`src/logic/event_record_pkg.sv`:
```
package event_record_pkg;

    // ------------------------------------------------------------
    // record classes and sub-code bases
    // ------------------------------------------------------------
    localparam logic [7:0] CLASS_SETPOINT  = 8'h03;
    localparam logic [7:0] CLASS_SYSTEM    = 8'h04;
    localparam logic [7:0] SUB_UNDER_BASE  = 8'h27;
    localparam logic [7:0] SUB_RETURN_BASE = 8'h31;
    localparam logic [7:0] SUB_DIO_LINK    = 8'h41;
    localparam logic [7:0] SUB_SYS_BASE    = 8'h01;
    localparam logic [7:0] SUB_NONE        = 8'h00;

    // ------------------------------------------------------------
    // source counts
    // ------------------------------------------------------------
    localparam int         UNDER_KINDS  = 10;
    localparam int         RETURN_KINDS = 16;
    localparam int         SYS_EVENTS   = 13;
    localparam logic [2:0] DI_FIRST     = 3'h1;
    localparam logic [2:0] DI_LAST      = 3'h6;

    // ------------------------------------------------------------
    // linked input/output value layout
    // ------------------------------------------------------------
    localparam int DIO_CLOSED_BIT = 31;
    localparam int DIO_INPUT_MSB  = 30;
    localparam int DIO_INPUT_LSB  = 16;
    localparam int DIO_OUT2_BIT   = 1;
    localparam int DIO_OUT1_BIT   = 0;

    // ------------------------------------------------------------
    // scaling
    // ------------------------------------------------------------
    typedef enum logic [1:0] {
        SCALE_X1     = 2'b00,
        SCALE_X100   = 2'b01,
        SCALE_X1000  = 2'b10,
        SCALE_X10000 = 2'b11
    } scale_e;

    localparam logic [13:0] FACTOR_1     = 14'h0001;
    localparam logic [13:0] FACTOR_100   = 14'h0064;
    localparam logic [13:0] FACTOR_1000  = 14'h03E8;
    localparam logic [13:0] FACTOR_10000 = 14'h2710;

    // kind 0..9 maps to sub-codes 39..48
    function automatic scale_e underScale(input logic [3:0] kind);
        scale_e s;
        s = SCALE_X10000;
        if (kind >= 4'h5 && kind <= 4'h8)
            s = SCALE_X1000;
        else if (kind == 4'h9)
            s = SCALE_X100;
        return s;
    endfunction

    // kind 0..15 maps to sub-codes 49..64
    function automatic scale_e returnScale(input logic [3:0] kind);
        scale_e s;
        unique case (kind)
            4'h0, 4'h1, 4'hF:             s = SCALE_X100;
            4'h3, 4'h4:                   s = SCALE_X1;
            4'h6, 4'h7, 4'h8, 4'h9, 4'hA: s = SCALE_X10000;
            default:                      s = SCALE_X1000;
        endcase
        return s;
    endfunction

endpackage

```
`src/logic/event_value_if.sv`:
```
`timescale 1ns/1ps
interface event_value_if;
    import event_record_pkg::*;
    logic [31:0] raw;
    scale_e      scale;
    logic [31:0] scaled;
    logic        saturated;
    modport client (output raw, output scale, input scaled, input saturated);
    modport server (input raw, input scale, output scaled, output saturated);
endinterface

```
`src/logic/event_record_code_encoder.sv`:
```
`timescale 1ns/1ps
// Contract
// - distortion under-trigger sub 39..43, value x10000
// - odd current distortion under sub 44, x1000
// - demand power under subs 45..47, x1000
// - current demand under sub 48, x100
// - voltage/current returns subs 49..51 scaled
// - power returns subs 52,53 unscaled
// - power factor return sub 54, x1000
// - distortion returns subs 55..59, x10000
// - odd current distortion return 60, x1000
// - demand returns 61..63 x1000, 64 x100
// - sub 65 bit31 output closed/open
// - sub 65 bits16..30 input number 1..6
// - sub 65 bits0,1 outputs; 2..15 zero
// - class 4 value 0; subs 1..4
// - counter clear logs class 4 sub 5
// - log clear: sub 6 buttons, 7 link
// - energy clear: sub 8 buttons, 9 link
// - peak demand clear: subs 10, 11
// - max/min log clear: subs 12, 13
module event_record_code_encoder (
    input  wire logic                                    sys_clk,
    input  wire logic                                    reset,
    input  wire logic                                    underValid,
    input  wire logic [3:0]                              underKind,
    input  wire logic [31:0]                             underValue,
    output      logic                                    underReady,
    input  wire logic                                    returnValid,
    input  wire logic [3:0]                              returnKind,
    input  wire logic [31:0]                             returnValue,
    output      logic                                    returnReady,
    input  wire logic                                    linkValid,
    input  wire logic [2:0]                              linkInput,
    input  wire logic [1:0]                              linkOutputs,
    input  wire logic                                    linkClosed,
    output      logic                                    linkReady,
    input  wire logic [event_record_pkg::SYS_EVENTS-1:0] systemEvent,
    output      logic [event_record_pkg::SYS_EVENTS-1:0] systemPending,
    output      logic                                    recValid,
    output      logic [7:0]                              recClass,
    output      logic [7:0]                              recSubClass,
    output      logic [31:0]                             recValue,
    output      logic                                    recSaturated,
    output      logic                                    reqRejected
);
    import event_record_pkg::*;

    // ------------------------------------------------------------
    // held requests
    // ------------------------------------------------------------
    logic                  pendUnder_r;
    logic [3:0]            underKind_r;
    logic [31:0]           underVal_r;
    logic                  pendReturn_r;
    logic [3:0]            returnKind_r;
    logic [31:0]           returnVal_r;
    logic                  pendLink_r;
    logic [2:0]            linkInput_r;
    logic [1:0]            linkOutputs_r;
    logic                  linkClosed_r;
    logic [SYS_EVENTS-1:0] sysPend_r;
    logic [SYS_EVENTS-1:0] sysPend_nxt;
    logic                  underReady_r;
    logic                  returnReady_r;
    logic                  linkReady_r;
    logic                  recValid_r;
    logic [7:0]            recClass_r;
    logic [7:0]            recSubClass_r;
    logic [31:0]           recValue_r;
    logic                  recSaturated_r;
    logic                  reqRejected_r;

    // ------------------------------------------------------------
    // acceptance decode
    // ------------------------------------------------------------
    logic underLegal;
    logic linkLegal;
    logic underTake;
    logic returnTake;
    logic linkTake;
    logic rejectNxt;

    assign underLegal = underKind < 4'(UNDER_KINDS);
    assign linkLegal  = linkInput >= DI_FIRST && linkInput <= DI_LAST;
    assign underTake  = underValid && underReady_r && underLegal;
    assign returnTake = returnValid && returnReady_r;
    assign linkTake   = linkValid && linkReady_r && linkLegal;
    assign rejectNxt  = (underValid && underReady_r && !underLegal) ||
                        (linkValid && linkReady_r && !linkLegal);

    // ------------------------------------------------------------
    // fixed-priority pick: system, link, return, under
    // ------------------------------------------------------------
    logic                  sysAny;
    logic                  grantLink;
    logic                  grantReturn;
    logic                  grantUnder;
    logic                  grantAny;
    logic [SYS_EVENTS-1:0] sysGrant;
    logic [SYS_EVENTS:0]   sysBelow;
    logic [7:0]            sysSubChain [SYS_EVENTS+1];

    assign sysBelow[0]    = 1'b0;
    assign sysSubChain[0] = SUB_NONE;

    genvar i;
    generate
        for (i = 0; i < SYS_EVENTS; i++) begin : g_sys
            assign sysGrant[i]      = sysPend_r[i] && !sysBelow[i];
            assign sysBelow[i+1]    = sysBelow[i] || sysPend_r[i];
            assign sysSubChain[i+1] = sysSubChain[i] |
                                      (sysGrant[i] ? SUB_SYS_BASE + 8'(i) : SUB_NONE);
            assign sysPend_nxt[i]   = systemEvent[i] || (sysPend_r[i] && !sysGrant[i]);
        end
    endgenerate

    assign sysAny      = sysBelow[SYS_EVENTS];
    assign grantLink   = pendLink_r && !sysAny;
    assign grantReturn = pendReturn_r && !sysAny && !pendLink_r;
    assign grantUnder  = pendUnder_r && !sysAny && !pendLink_r && !pendReturn_r;
    assign grantAny    = sysAny || pendLink_r || pendReturn_r || pendUnder_r;

    // ------------------------------------------------------------
    // value builders
    // ------------------------------------------------------------
    event_value_if underBus ();
    event_value_if returnBus ();
    logic [31:0]   linkValue;

    assign underBus.raw    = underVal_r;
    assign underBus.scale  = underScale(underKind_r);
    assign returnBus.raw   = returnVal_r;
    assign returnBus.scale = returnScale(returnKind_r);

    event_value_scaler underScaler (
        .sys_clk (sys_clk),
        .reset   (reset),
        .bus     (underBus.server)
    );

    event_value_scaler returnScaler (
        .sys_clk (sys_clk),
        .reset   (reset),
        .bus     (returnBus.server)
    );

    dio_value_packer linkPacker (
        .sys_clk  (sys_clk),
        .reset    (reset),
        .closed   (linkClosed_r),
        .inputNum (linkInput_r),
        .outputs  (linkOutputs_r),
        .value    (linkValue)
    );

    // ------------------------------------------------------------
    // record select
    // ------------------------------------------------------------
    logic [7:0]  classNxt;
    logic [7:0]  subNxt;
    logic [31:0] valueNxt;
    logic        satNxt;

    assign classNxt = sysAny ? CLASS_SYSTEM : CLASS_SETPOINT;
    assign subNxt   = sysAny      ? sysSubChain[SYS_EVENTS] :
                      grantLink   ? SUB_DIO_LINK :
                      grantReturn ? SUB_RETURN_BASE + 8'(returnKind_r) :
                                    SUB_UNDER_BASE + 8'(underKind_r);
    assign valueNxt = sysAny      ? 32'h00000000 :
                      grantLink   ? linkValue :
                      grantReturn ? returnBus.scaled : underBus.scaled;
    assign satNxt   = grantReturn ? returnBus.saturated :
                      grantUnder  ? underBus.saturated : 1'b0;

    // ------------------------------------------------------------
    // request holding
    // ------------------------------------------------------------
    always_ff @(posedge sys_clk) begin
        if (reset) begin
            pendUnder_r  <= 1'b0;
            underKind_r  <= 4'h0;
            underVal_r   <= 32'h00000000;
            underReady_r <= 1'b0;
        end else begin
            pendUnder_r  <= underTake || (pendUnder_r && !grantUnder);
            underReady_r <= !(underTake || (pendUnder_r && !grantUnder));
            if (underTake) begin
                underKind_r <= underKind;
                underVal_r  <= underValue;
            end
        end
    end

    always_ff @(posedge sys_clk) begin
        if (reset) begin
            pendReturn_r  <= 1'b0;
            returnKind_r  <= 4'h0;
            returnVal_r   <= 32'h00000000;
            returnReady_r <= 1'b0;
        end else begin
            pendReturn_r  <= returnTake || (pendReturn_r && !grantReturn);
            returnReady_r <= !(returnTake || (pendReturn_r && !grantReturn));
            if (returnTake) begin
                returnKind_r <= returnKind;
                returnVal_r  <= returnValue;
            end
        end
    end

    always_ff @(posedge sys_clk) begin
        if (reset) begin
            pendLink_r    <= 1'b0;
            linkInput_r   <= 3'h0;
            linkOutputs_r <= 2'h0;
            linkClosed_r  <= 1'b0;
            linkReady_r   <= 1'b0;
        end else begin
            pendLink_r  <= linkTake || (pendLink_r && !grantLink);
            linkReady_r <= !(linkTake || (pendLink_r && !grantLink));
            if (linkTake) begin
                linkInput_r   <= linkInput;
                linkOutputs_r <= linkOutputs;
                linkClosed_r  <= linkClosed;
            end
        end
    end

    always_ff @(posedge sys_clk) begin
        if (reset)
            sysPend_r <= '0;
        else
            sysPend_r <= sysPend_nxt;
    end

    // ------------------------------------------------------------
    // record output
    // ------------------------------------------------------------
    always_ff @(posedge sys_clk) begin
        if (reset) begin
            recValid_r     <= 1'b0;
            recClass_r     <= 8'h00;
            recSubClass_r  <= 8'h00;
            recValue_r     <= 32'h00000000;
            recSaturated_r <= 1'b0;
            reqRejected_r  <= 1'b0;
        end else begin
            recValid_r    <= grantAny;
            reqRejected_r <= rejectNxt;
            if (grantAny) begin
                recClass_r     <= classNxt;
                recSubClass_r  <= subNxt;
                recValue_r     <= valueNxt;
                recSaturated_r <= satNxt;
            end
        end
    end

    assign underReady    = underReady_r;
    assign returnReady   = returnReady_r;
    assign linkReady     = linkReady_r;
    assign systemPending = sysPend_r;
    assign recValid      = recValid_r;
    assign recClass      = recClass_r;
    assign recSubClass   = recSubClass_r;
    assign recValue      = recValue_r;
    assign recSaturated  = recSaturated_r;
    assign reqRejected   = reqRejected_r;
endmodule

```
`src/logic/event_value_scaler.sv`:
```
`timescale 1ns/1ps
module event_value_scaler (
    input  wire logic        sys_clk,
    input  wire logic        reset,
    event_value_if.server    bus
);
    import event_record_pkg::*;

    // ------------------------------------------------------------
    // factor select and saturating product
    // ------------------------------------------------------------
    logic [13:0] factor;
    logic [45:0] product;

    assign factor = (bus.scale == SCALE_X100)   ? FACTOR_100 :
                    (bus.scale == SCALE_X1000)  ? FACTOR_1000 :
                    (bus.scale == SCALE_X10000) ? FACTOR_10000 : FACTOR_1;
    assign product       = 46'(bus.raw) * 46'(factor);
    assign bus.saturated = |product[45:32];
    assign bus.scaled    = bus.saturated ? 32'hFFFFFFFF : product[31:0];
endmodule

```
`src/logic/dio_value_packer.sv`:
```
`timescale 1ns/1ps
module dio_value_packer (
    input  wire logic        sys_clk,
    input  wire logic        reset,
    input  wire logic        closed,
    input  wire logic [2:0]  inputNum,
    input  wire logic [1:0]  outputs,
    output      logic [31:0] value
);
    import event_record_pkg::*;

    always_comb begin
        value = 32'h00000000;
        value[DIO_CLOSED_BIT] = closed;
        value[DIO_INPUT_MSB:DIO_INPUT_LSB] = 15'(inputNum);
        value[DIO_OUT2_BIT:DIO_OUT1_BIT] = outputs;
    end
endmodule

```
`config.mk`:
```
export PLATFORM = sky130hd
export DESIGN_NAME = event_record_code_encoder
export DESIGN_NICKNAME = d
export VERILOG_FILES = /design/src/logic/event_record_pkg.sv /design/src/logic/event_value_if.sv /design/src/logic/event_record_code_encoder.sv /design/src/logic/event_value_scaler.sv /design/src/logic/dio_value_packer.sv
export SDC_FILE = /design/constraint.sdc
export NUM_CORES = 2
export LEC_CHECK = 0
export BUFFER_PORTS_ARGS = -buffer_cell sky130_fd_sc_hd__buf_2
export CAP_MARGIN = 20
export CORE_MARGIN = 4
export CORE_UTILIZATION = 60
export DETAILED_ROUTE_END_ITERATION = 12
export MAX_ROUTING_LAYER = met4
export PLACE_DENSITY = 0.9
export SYNTH_ARGS = -nofsm -noshare
export SYNTH_HDL_FRONTEND = slang
export SYNTH_SLANG_ARGS = --single-unit
```
`constraint.sdc`:
```
create_clock -name sys_clk -period 13.4 [get_ports sys_clk]
set_clock_uncertainty 0.2 [all_clocks]
set_input_delay 0 -clock sys_clk [delete_from_list [all_inputs] [get_ports sys_clk]]
set_output_delay 0 -clock sys_clk [all_outputs]
set_load 0.005 [all_outputs]
```
Yosys cells after proc, flatten, opt, wreduce, memory -nomap -nowiden
Memory sizes are Yosys's and may differ from the RTL's. A register that Yosys moved wholly into a read port is not among the register bits.
Cells that the tools add are included.
- add/subtract/negate cells: 2
- multiply operators: 2
- div/mod/pow operators: 0
- magnitude comparators: 5
- equality and inequality tests: 7
- shifts and indexed selects: 0
- muxes and demuxes: 34
- bitwise logic cells: 12
- reduce and logical (&&, ||, !) cells: 110
- operators with widths (kind ; number):
    $mux W32 ; 5
    $mul A32 B14 Y46 ; 2
    $mux W14 ; 6
    $logic_and A1 B1 Y1 ; 42
    $logic_not A1 Y1 ; 35
    $mux W4 ; 8
    $logic_or A1 B1 Y1 ; 31
    $reduce_or A14 Y1 ; 2
    $mux W7 ; 3
    $or A4 B4 Y4 ; 5
    $mux W3 ; 5
    $add A6 B4 Y7 const A ; 2
    $or A3 B3 Y3 ; 3
    $eq A2 B2 Y1 const B ; 4
    $mux W2 ; 4
    $eq A2 B1 Y1 const B ; 2
    $eq A4 B4 Y1 const B ; 1
    $ge A4 B3 Y1 const B ; 1
    $le A4 B4 Y1 const B ; 1
    $lt A4 B4 Y1 const B ; 1
    $or A3 B4 Y4 ; 1
    $ge A3 B1 Y1 const B ; 1
    $le A3 B3 Y1 const B ; 1
    $mux W1 ; 3
    3 further kinds ; 3
- flip-flop bits (word level): 148
- bits in latches: 0
- bits in writable memories: 0
- memory bits (read-only): 32
- input bits: 96
- output and inout bits: 67
- word-level logic and storage cells: 193
- memories kept: 1
- memories (memory ; depth ; width ; read ports ; clocked after Yosys merged registers in ; write ports ; line ; source):
    (no name shown) ; 16 ; 2 ; 1 ; 1 ; 0 ; event_record_pkg.sv:61 ; unique case (kind)

Longest topological paths before layout
- depth after elaboration: 20
- gate-level depth with buffers: 35

Hierarchy
From an unflattened synthesis, not the netlist that was laid out.
- cells, all modules: 3640
- area total of the unflattened synthesis: 30780.8 um2
- by module, submodules not included (module ; instances ; cells each ; area each (um2)):
    event_value_scaler at underScaler ; 1 ; 1461 ; 12450.7
    event_value_scaler at returnScaler ; 1 ; 1433 ; 12334.3
    event_record_code_encoder ; 1 ; 713 ; 5751.8
    dio_value_packer ; 1 ; 33 ; 244.0

Worst setup path after synthesis
No wires, ideal clock.
- kind: reg2reg
- from: register, netlist name returnBus.scale[1]
- to: register recValue_r[3] (netlist: recValue[3])
- data arrival time: 7.796 ns
- data required time: 13.083 ns
- slack: 5.287 ns
- cell stages (with the launch flop): 31
- path buffers: 5
- clock period less this slack: 8.113 ns
- cells stage by stage: dfxtp_1 > buf_1 > inv_1 > ha_1 > clkbuf_1 > and2_1 > fa_1 > inv_1 > fa_1 > inv_1 > fa_1 > inv_1 > fa_1 > inv_1 > fa_1 > fa_1 > ha_1 > buf_2 > a21oi_2 > a21boi_1 > a311oi_2 > a2111oi_1 > or3_1 > xor2_1 > nor4_1 > or4b_1 > or4_1 > buf_6 > buf_6 > o221ai_2 > nand2_1
- longest elaborated chain between the ends: 10
- elaborated cells on any way between the ends: 12
- those cells by class: mul (1); eq/ne (3); mux (7); reduce/logical (1)
- RTL lines (what ; line ; source):
    $eq A2 B2 Y1 ; event_value_scaler.sv:17 ; (bus.scale == SCALE_X10000) ? FACTOR_10000 : FACTOR_1;
    $mux W14 ; event_value_scaler.sv:17 ;
    $mux W14 ; event_value_scaler.sv:16 ; (bus.scale == SCALE_X1000) ? FACTOR_1000 :
    $mux W14 * ; event_value_scaler.sv:15 ; assign factor = (bus.scale == SCALE_X100) ? FACTOR_100 :
    $mul A32 B14 Y46 * ; event_value_scaler.sv:18 ; assign product = 46'(bus.raw) * 46'(factor);
    $reduce_or A14 Y1 ; event_value_scaler.sv:19 ; assign bus.saturated = |product[45:32];
    $mux W32 * ; event_value_scaler.sv:20 ; assign bus.scaled = bus.saturated ? 32'hFFFFFFFF : product[31:0];
    $mux W32 * ; event_record_code_encoder.sv:172 ; grantReturn ? returnBus.scaled : underBus.scaled;
    $mux W32 * ; event_record_code_encoder.sv:171 ; grantLink ? linkValue :
    $mux W32 * ; event_record_code_encoder.sv:170 ; assign valueNxt = sysAny ? 32'h00000000 :
    end signal: assignment ; event_record_code_encoder.sv:253 ; recValue_r <= valueNxt;
    end: declaration ; event_record_code_encoder.sv:70 ; logic [31:0] recValue_r;
Mark *: on every way between the ends. The rest lies on a longest branch, timed or not.
A chain may end at the register's enable or synchronous reset.

Final worst setup path
- from: register underKind_r[1]
- to: register recValue_r[10] (netlist: recValue[10])
- longest elaborated chain between the ends: 13
- elaborated cells on any way between the ends: 18
- those cells by class: mul (1); order compare (2); eq/ne (4); mux (9); reduce/logical (2)
- RTL lines (what ; line ; source):
    start: declaration ; event_record_code_encoder.sv:53 ; logic [3:0] underKind_r;
    start signal: assignment ; event_record_code_encoder.sv:189 ; underKind_r <= underKind;
    $ge A4 B3 Y1, or another cell as far along ; event_record_pkg.sv:51 ; if (kind >= 4'h5 && kind <= 4'h8)
    $logic_and A1 B1 Y1 / $mux W2 (equally long branches) ; event_record_pkg.sv:51, event_record_pkg.sv:53 ;
    $mux W2 * ; event_record_pkg.sv:51 ;
    $eq A2 B2 Y1 ; event_value_scaler.sv:17 ;
    $mux W14 ; event_value_scaler.sv:17 ;
    $mux W14 ; event_value_scaler.sv:16 ;
    $mux W14 * ; event_value_scaler.sv:15 ;
    $mul A32 B14 Y46 * ; event_value_scaler.sv:18 ;
    $reduce_or A14 Y1 ; event_value_scaler.sv:19 ;
    $mux W32 * ; event_value_scaler.sv:20 ;
    $mux W32 * ; event_record_code_encoder.sv:172 ;
    $mux W32 * ; event_record_code_encoder.sv:171 ;
    $mux W32 * ; event_record_code_encoder.sv:170 ;
Marks and branches as above.

==> flow_summary.toml <==
[timing]
post-route-min-period_ps = 9700
hold_violations = 0
max_freq_ghz = 0.103
tightest_slew_ps = 1070
whs_ps = 47.7
post-route-period-util_pct = 72.4
timing.final.ws_setup_ps = 3700
setup_tns_ps = 0
drv_slew = 0
setup_violations = 0
slew_headroom_pct = 28.2
rsz0062_at_grt = "false"

[die]
die_x_um = 229
io_pins = 163
die_area_um2 = 52600
initial_core_util_pct = 61.1
rows = 80
die_h_um = 229
core_area_um2 = 48000

[cts]
cts_tree = "yes"
htree_levels = 4
clkTransAtPathRegs_ps = 80
clk-insertion-delay-late_ps = 510
clockRootBuffer = "clkbuf_16"
cts_buffer_depth = 2
cts_sinks = 143
numCtsBuffers = 17
post_cts_buffers = 0

[job]
maxCapViolCount = 0

[critical_path]
critical_path_arrival_ps = 9880
r2r_slack_ps = 3700
critical_path.max_stage_delay_ps = 760
worst_path_most_repeated_cell = "fa_1"
critPathKind = "reg -> reg"
cp_slowest_cell = "nand3_2"
crit_family = "adder cells"
critPathMaxFanout = 31
required_ps = 13580
startpoint_type = "register"
crit_path_end_kind = "register"
cp_num_buf_inv = 5

[route]
num_vias = 24600
routedWlPerCell_um = 19.0
ant_nets = 0
first_pass_iters = 6
wl_um = 81400
drt-initial-drc-count = 2147
avgViaCountPerCell = 5.76
drc = 0

[power]
p_sw_mw = 0.884
intPower_mw = 1.05
power_frac_seq_pct = 24.5
leakagePower_nw = 17.2
p_per_area_nw_per_um2 = 58.8
combPwrFrac_pct = 49.0
irDropWorstVdd_uv = 105
netSwitchingFraction_pct = 45.7
power.share.clock_pct = 26.6

[synthesis]
synth_flop_cell = "dfxtp_1"
ys_seq_area_share_pct = 9.75
avgSynthCellArea_um2 = 8.63
netlist_area_um2 = 29400
async_flop_share_pct = 0
synth_cell_type_count = 79
synth_warnings = 0
netlist_instances = 3402
synth_seq_cells = 143
synth_edf_count = 0

[run_status]
status = "finished clean"

[grt]
grt_pass1_wl_um = 135000
grt_max_degree = 62
grt_pass1_vias = 26400
antenna_found_initial = 2
gr-total-overflow = 0
track_usage_pct = 32.9

[cells_and_area]
layout_common_cells = "inv_1 (771), fa_1 (530), nand2_1 (396)"
final_common_cell = "inv_1"
layout.cells.non_filler = 4277
drive_gt1_share_pct = 6.78
layout.nets = 4587
area_delta_synth_final_pct = 12.0
final_area_um2 = 32900

[placement]
place_area_um2 = 30600
portBuffers = 156
post-place-ws_ps = 3410
gp_congestion = 0.974
dp_hpwl_um = 62700
place_inst = 4085

[hold_path]
worstHoldPathType = "in -> reg"
[state kept, by name, indices dropped and copies added, names as in the netlist]
name / cells
pendUnder_r: 1
underReady: 1
returnReady: 1
reqRejected: 1
recSubClass: 7
recClass: 2
linkClosed_r: 1
recSaturated: 1
underKind_r: 4
pendReturn_r: 1
linkOutputs_r: 2
underBus.raw: 32
returnKind_r: 4
linkReady: 1
pendLink_r: 1
systemPending: 13
recValid: 1
linkInput_r: 3
recValue: 32
returnBus.raw: 32
returnBus.scale: 2
[through the flow]
stage	util [%]	power, mW
floorplan	-	1.11
global placement	63.7	1.34
detailed placement	63.8	1.36
CTS	68.3	1.91
global route	68.5	2.07
finish	68.5	1.94
[what timing repair did]
| item | in CTS | in global routing |
|---|---|---|
| resized for setup | 0 | 0 |
| hold buffers | 153 | 0 |
| hold endpoints to repair | 104 | 0 |
[final timing paths]
check                                 end  cells after the start                         from
max             recValue[10]$_SDFFE_PP0P_                     28  underKind_r[1]$_SDFFE_PP0P_
min          returnKind_r[3]$_SDFFE_PP0P_                      5                  returnValid
max reg2reg     recValue[10]$_SDFFE_PP0P_                     28  underKind_r[1]$_SDFFE_PP0P_
min reg2reg     recValue[15]$_SDFFE_PP0P_                      2    recValue[15]$_SDFFE_PP0P_
[per-layer routing]
| metal | track usage [%] | part of all wire [%] | up-vias |
|---|---|---|---|
| li1 | - | - | 11100 |
| met1 | 41.6 | 40 | 12100 |
| met2 | 51.8 | 47 | 1166 |
| met3 | 6.64 | 8.0 | 282 |
| met4 | 14.2 | 4.8 | 0 |
| met5 | - | 0 | - |
[cell type report]
type                    instances  area, µm²
inverters                     771       2890
multi-input cells            2385      23200
diodes                          3       7.51
well taps                     615        769
clock buffers                  17        425
repair buffers                328       2540
fillers                      3505      15100
clock inverters                15        189
flip-flops and latches        143       2860
[worst reg2reg max path, delay by kind of cell, from the launching register on]
| kind | cells | cell delay, ps |
|---|---|---|
| AO/OA/AOI/OAI | 9 | 3100 |
| adder cells (fa/ha/maj) | 8 | 3660 |
| buffers and inverters | 5 | 500 |
| flip-flops | 1 | 340 |
| AND/OR/NAND/NOR | 6 | 1800 |
[cell families (layout without fill, tap and decap cells)]
logic type / after synthesis / in the layout / synth area share, %
AND/OR/NAND/NOR: 943 / 943 / 15.8
other: 2 / 39 / 0.0256
XOR/XNOR: 75 / 75 / 2.24
buffers and inverters: 908 / 1131 / 11.8
AO/OA/AOI/OAI: 475 / 475 / 10.5
multiplexers: 11 / 11 / 0.375
flip-flops: 143 / 143 / 9.75
adder cells (fa/ha/maj): 845 / 845 / 49.5
[power by group through the flow]
stage / Combinational [mW] / Sequential (mW) / Clock [mW]
after floorplan: 0.647 / 0.466 / 0
after global placement: 0.856 / 0.482 / 0
after detailed placement: 0.882 / 0.482 / 0
after CTS: 0.924 / 0.473 / 0.514
after global routing: 1.06 / 0.475 / 0.535
final: 0.947 / 0.474 / 0.514
[Yosys cell counts, types with 6 or more instances]
master / count / share of area, %
a211oi_1: 12 / 0.31
a21o_1: 19 / 0.49
a21oi_1: 210 / 3.6
a31oi_1: 12 / 0.26
and2_1: 245 / 5.2
and3_1: 12 / 0.26
buf_2: 10 / 0.17
buf_4: 7 / 0.18
clkbuf_1: 112 / 1.4
dfxtp_1: 143 / 9.7
fa_1: 530 / 36
ha_1: 315 / 13
inv_1: 771 / 9.9
mux2i_1: 11 / 0.37
nand2_1: 397 / 5.1
nand2b_1: 6 / 0.13
nand3_1: 27 / 0.46
nand3b_1: 7 / 0.18
nand4_1: 39 / 0.83
nor2_1: 112 / 1.4
nor2b_1: 22 / 0.47
nor3_1: 23 / 0.39
nor4_1: 9 / 0.19
o211a_1: 6 / 0.20
o211ai_1: 20 / 0.51
o21a_1: 9 / 0.23
o21ai_0: 80 / 1.4
o21bai_1: 6 / 0.15
o221ai_1: 13 / 0.39
o221ai_2: 19 / 0.97
o31ai_1: 8 / 0.20
or3_1: 14 / 0.30
xnor2_1: 37 / 1.1
xor2_1: 38 / 1.1
Note: power is estimated with default switching activity, not from simulation.
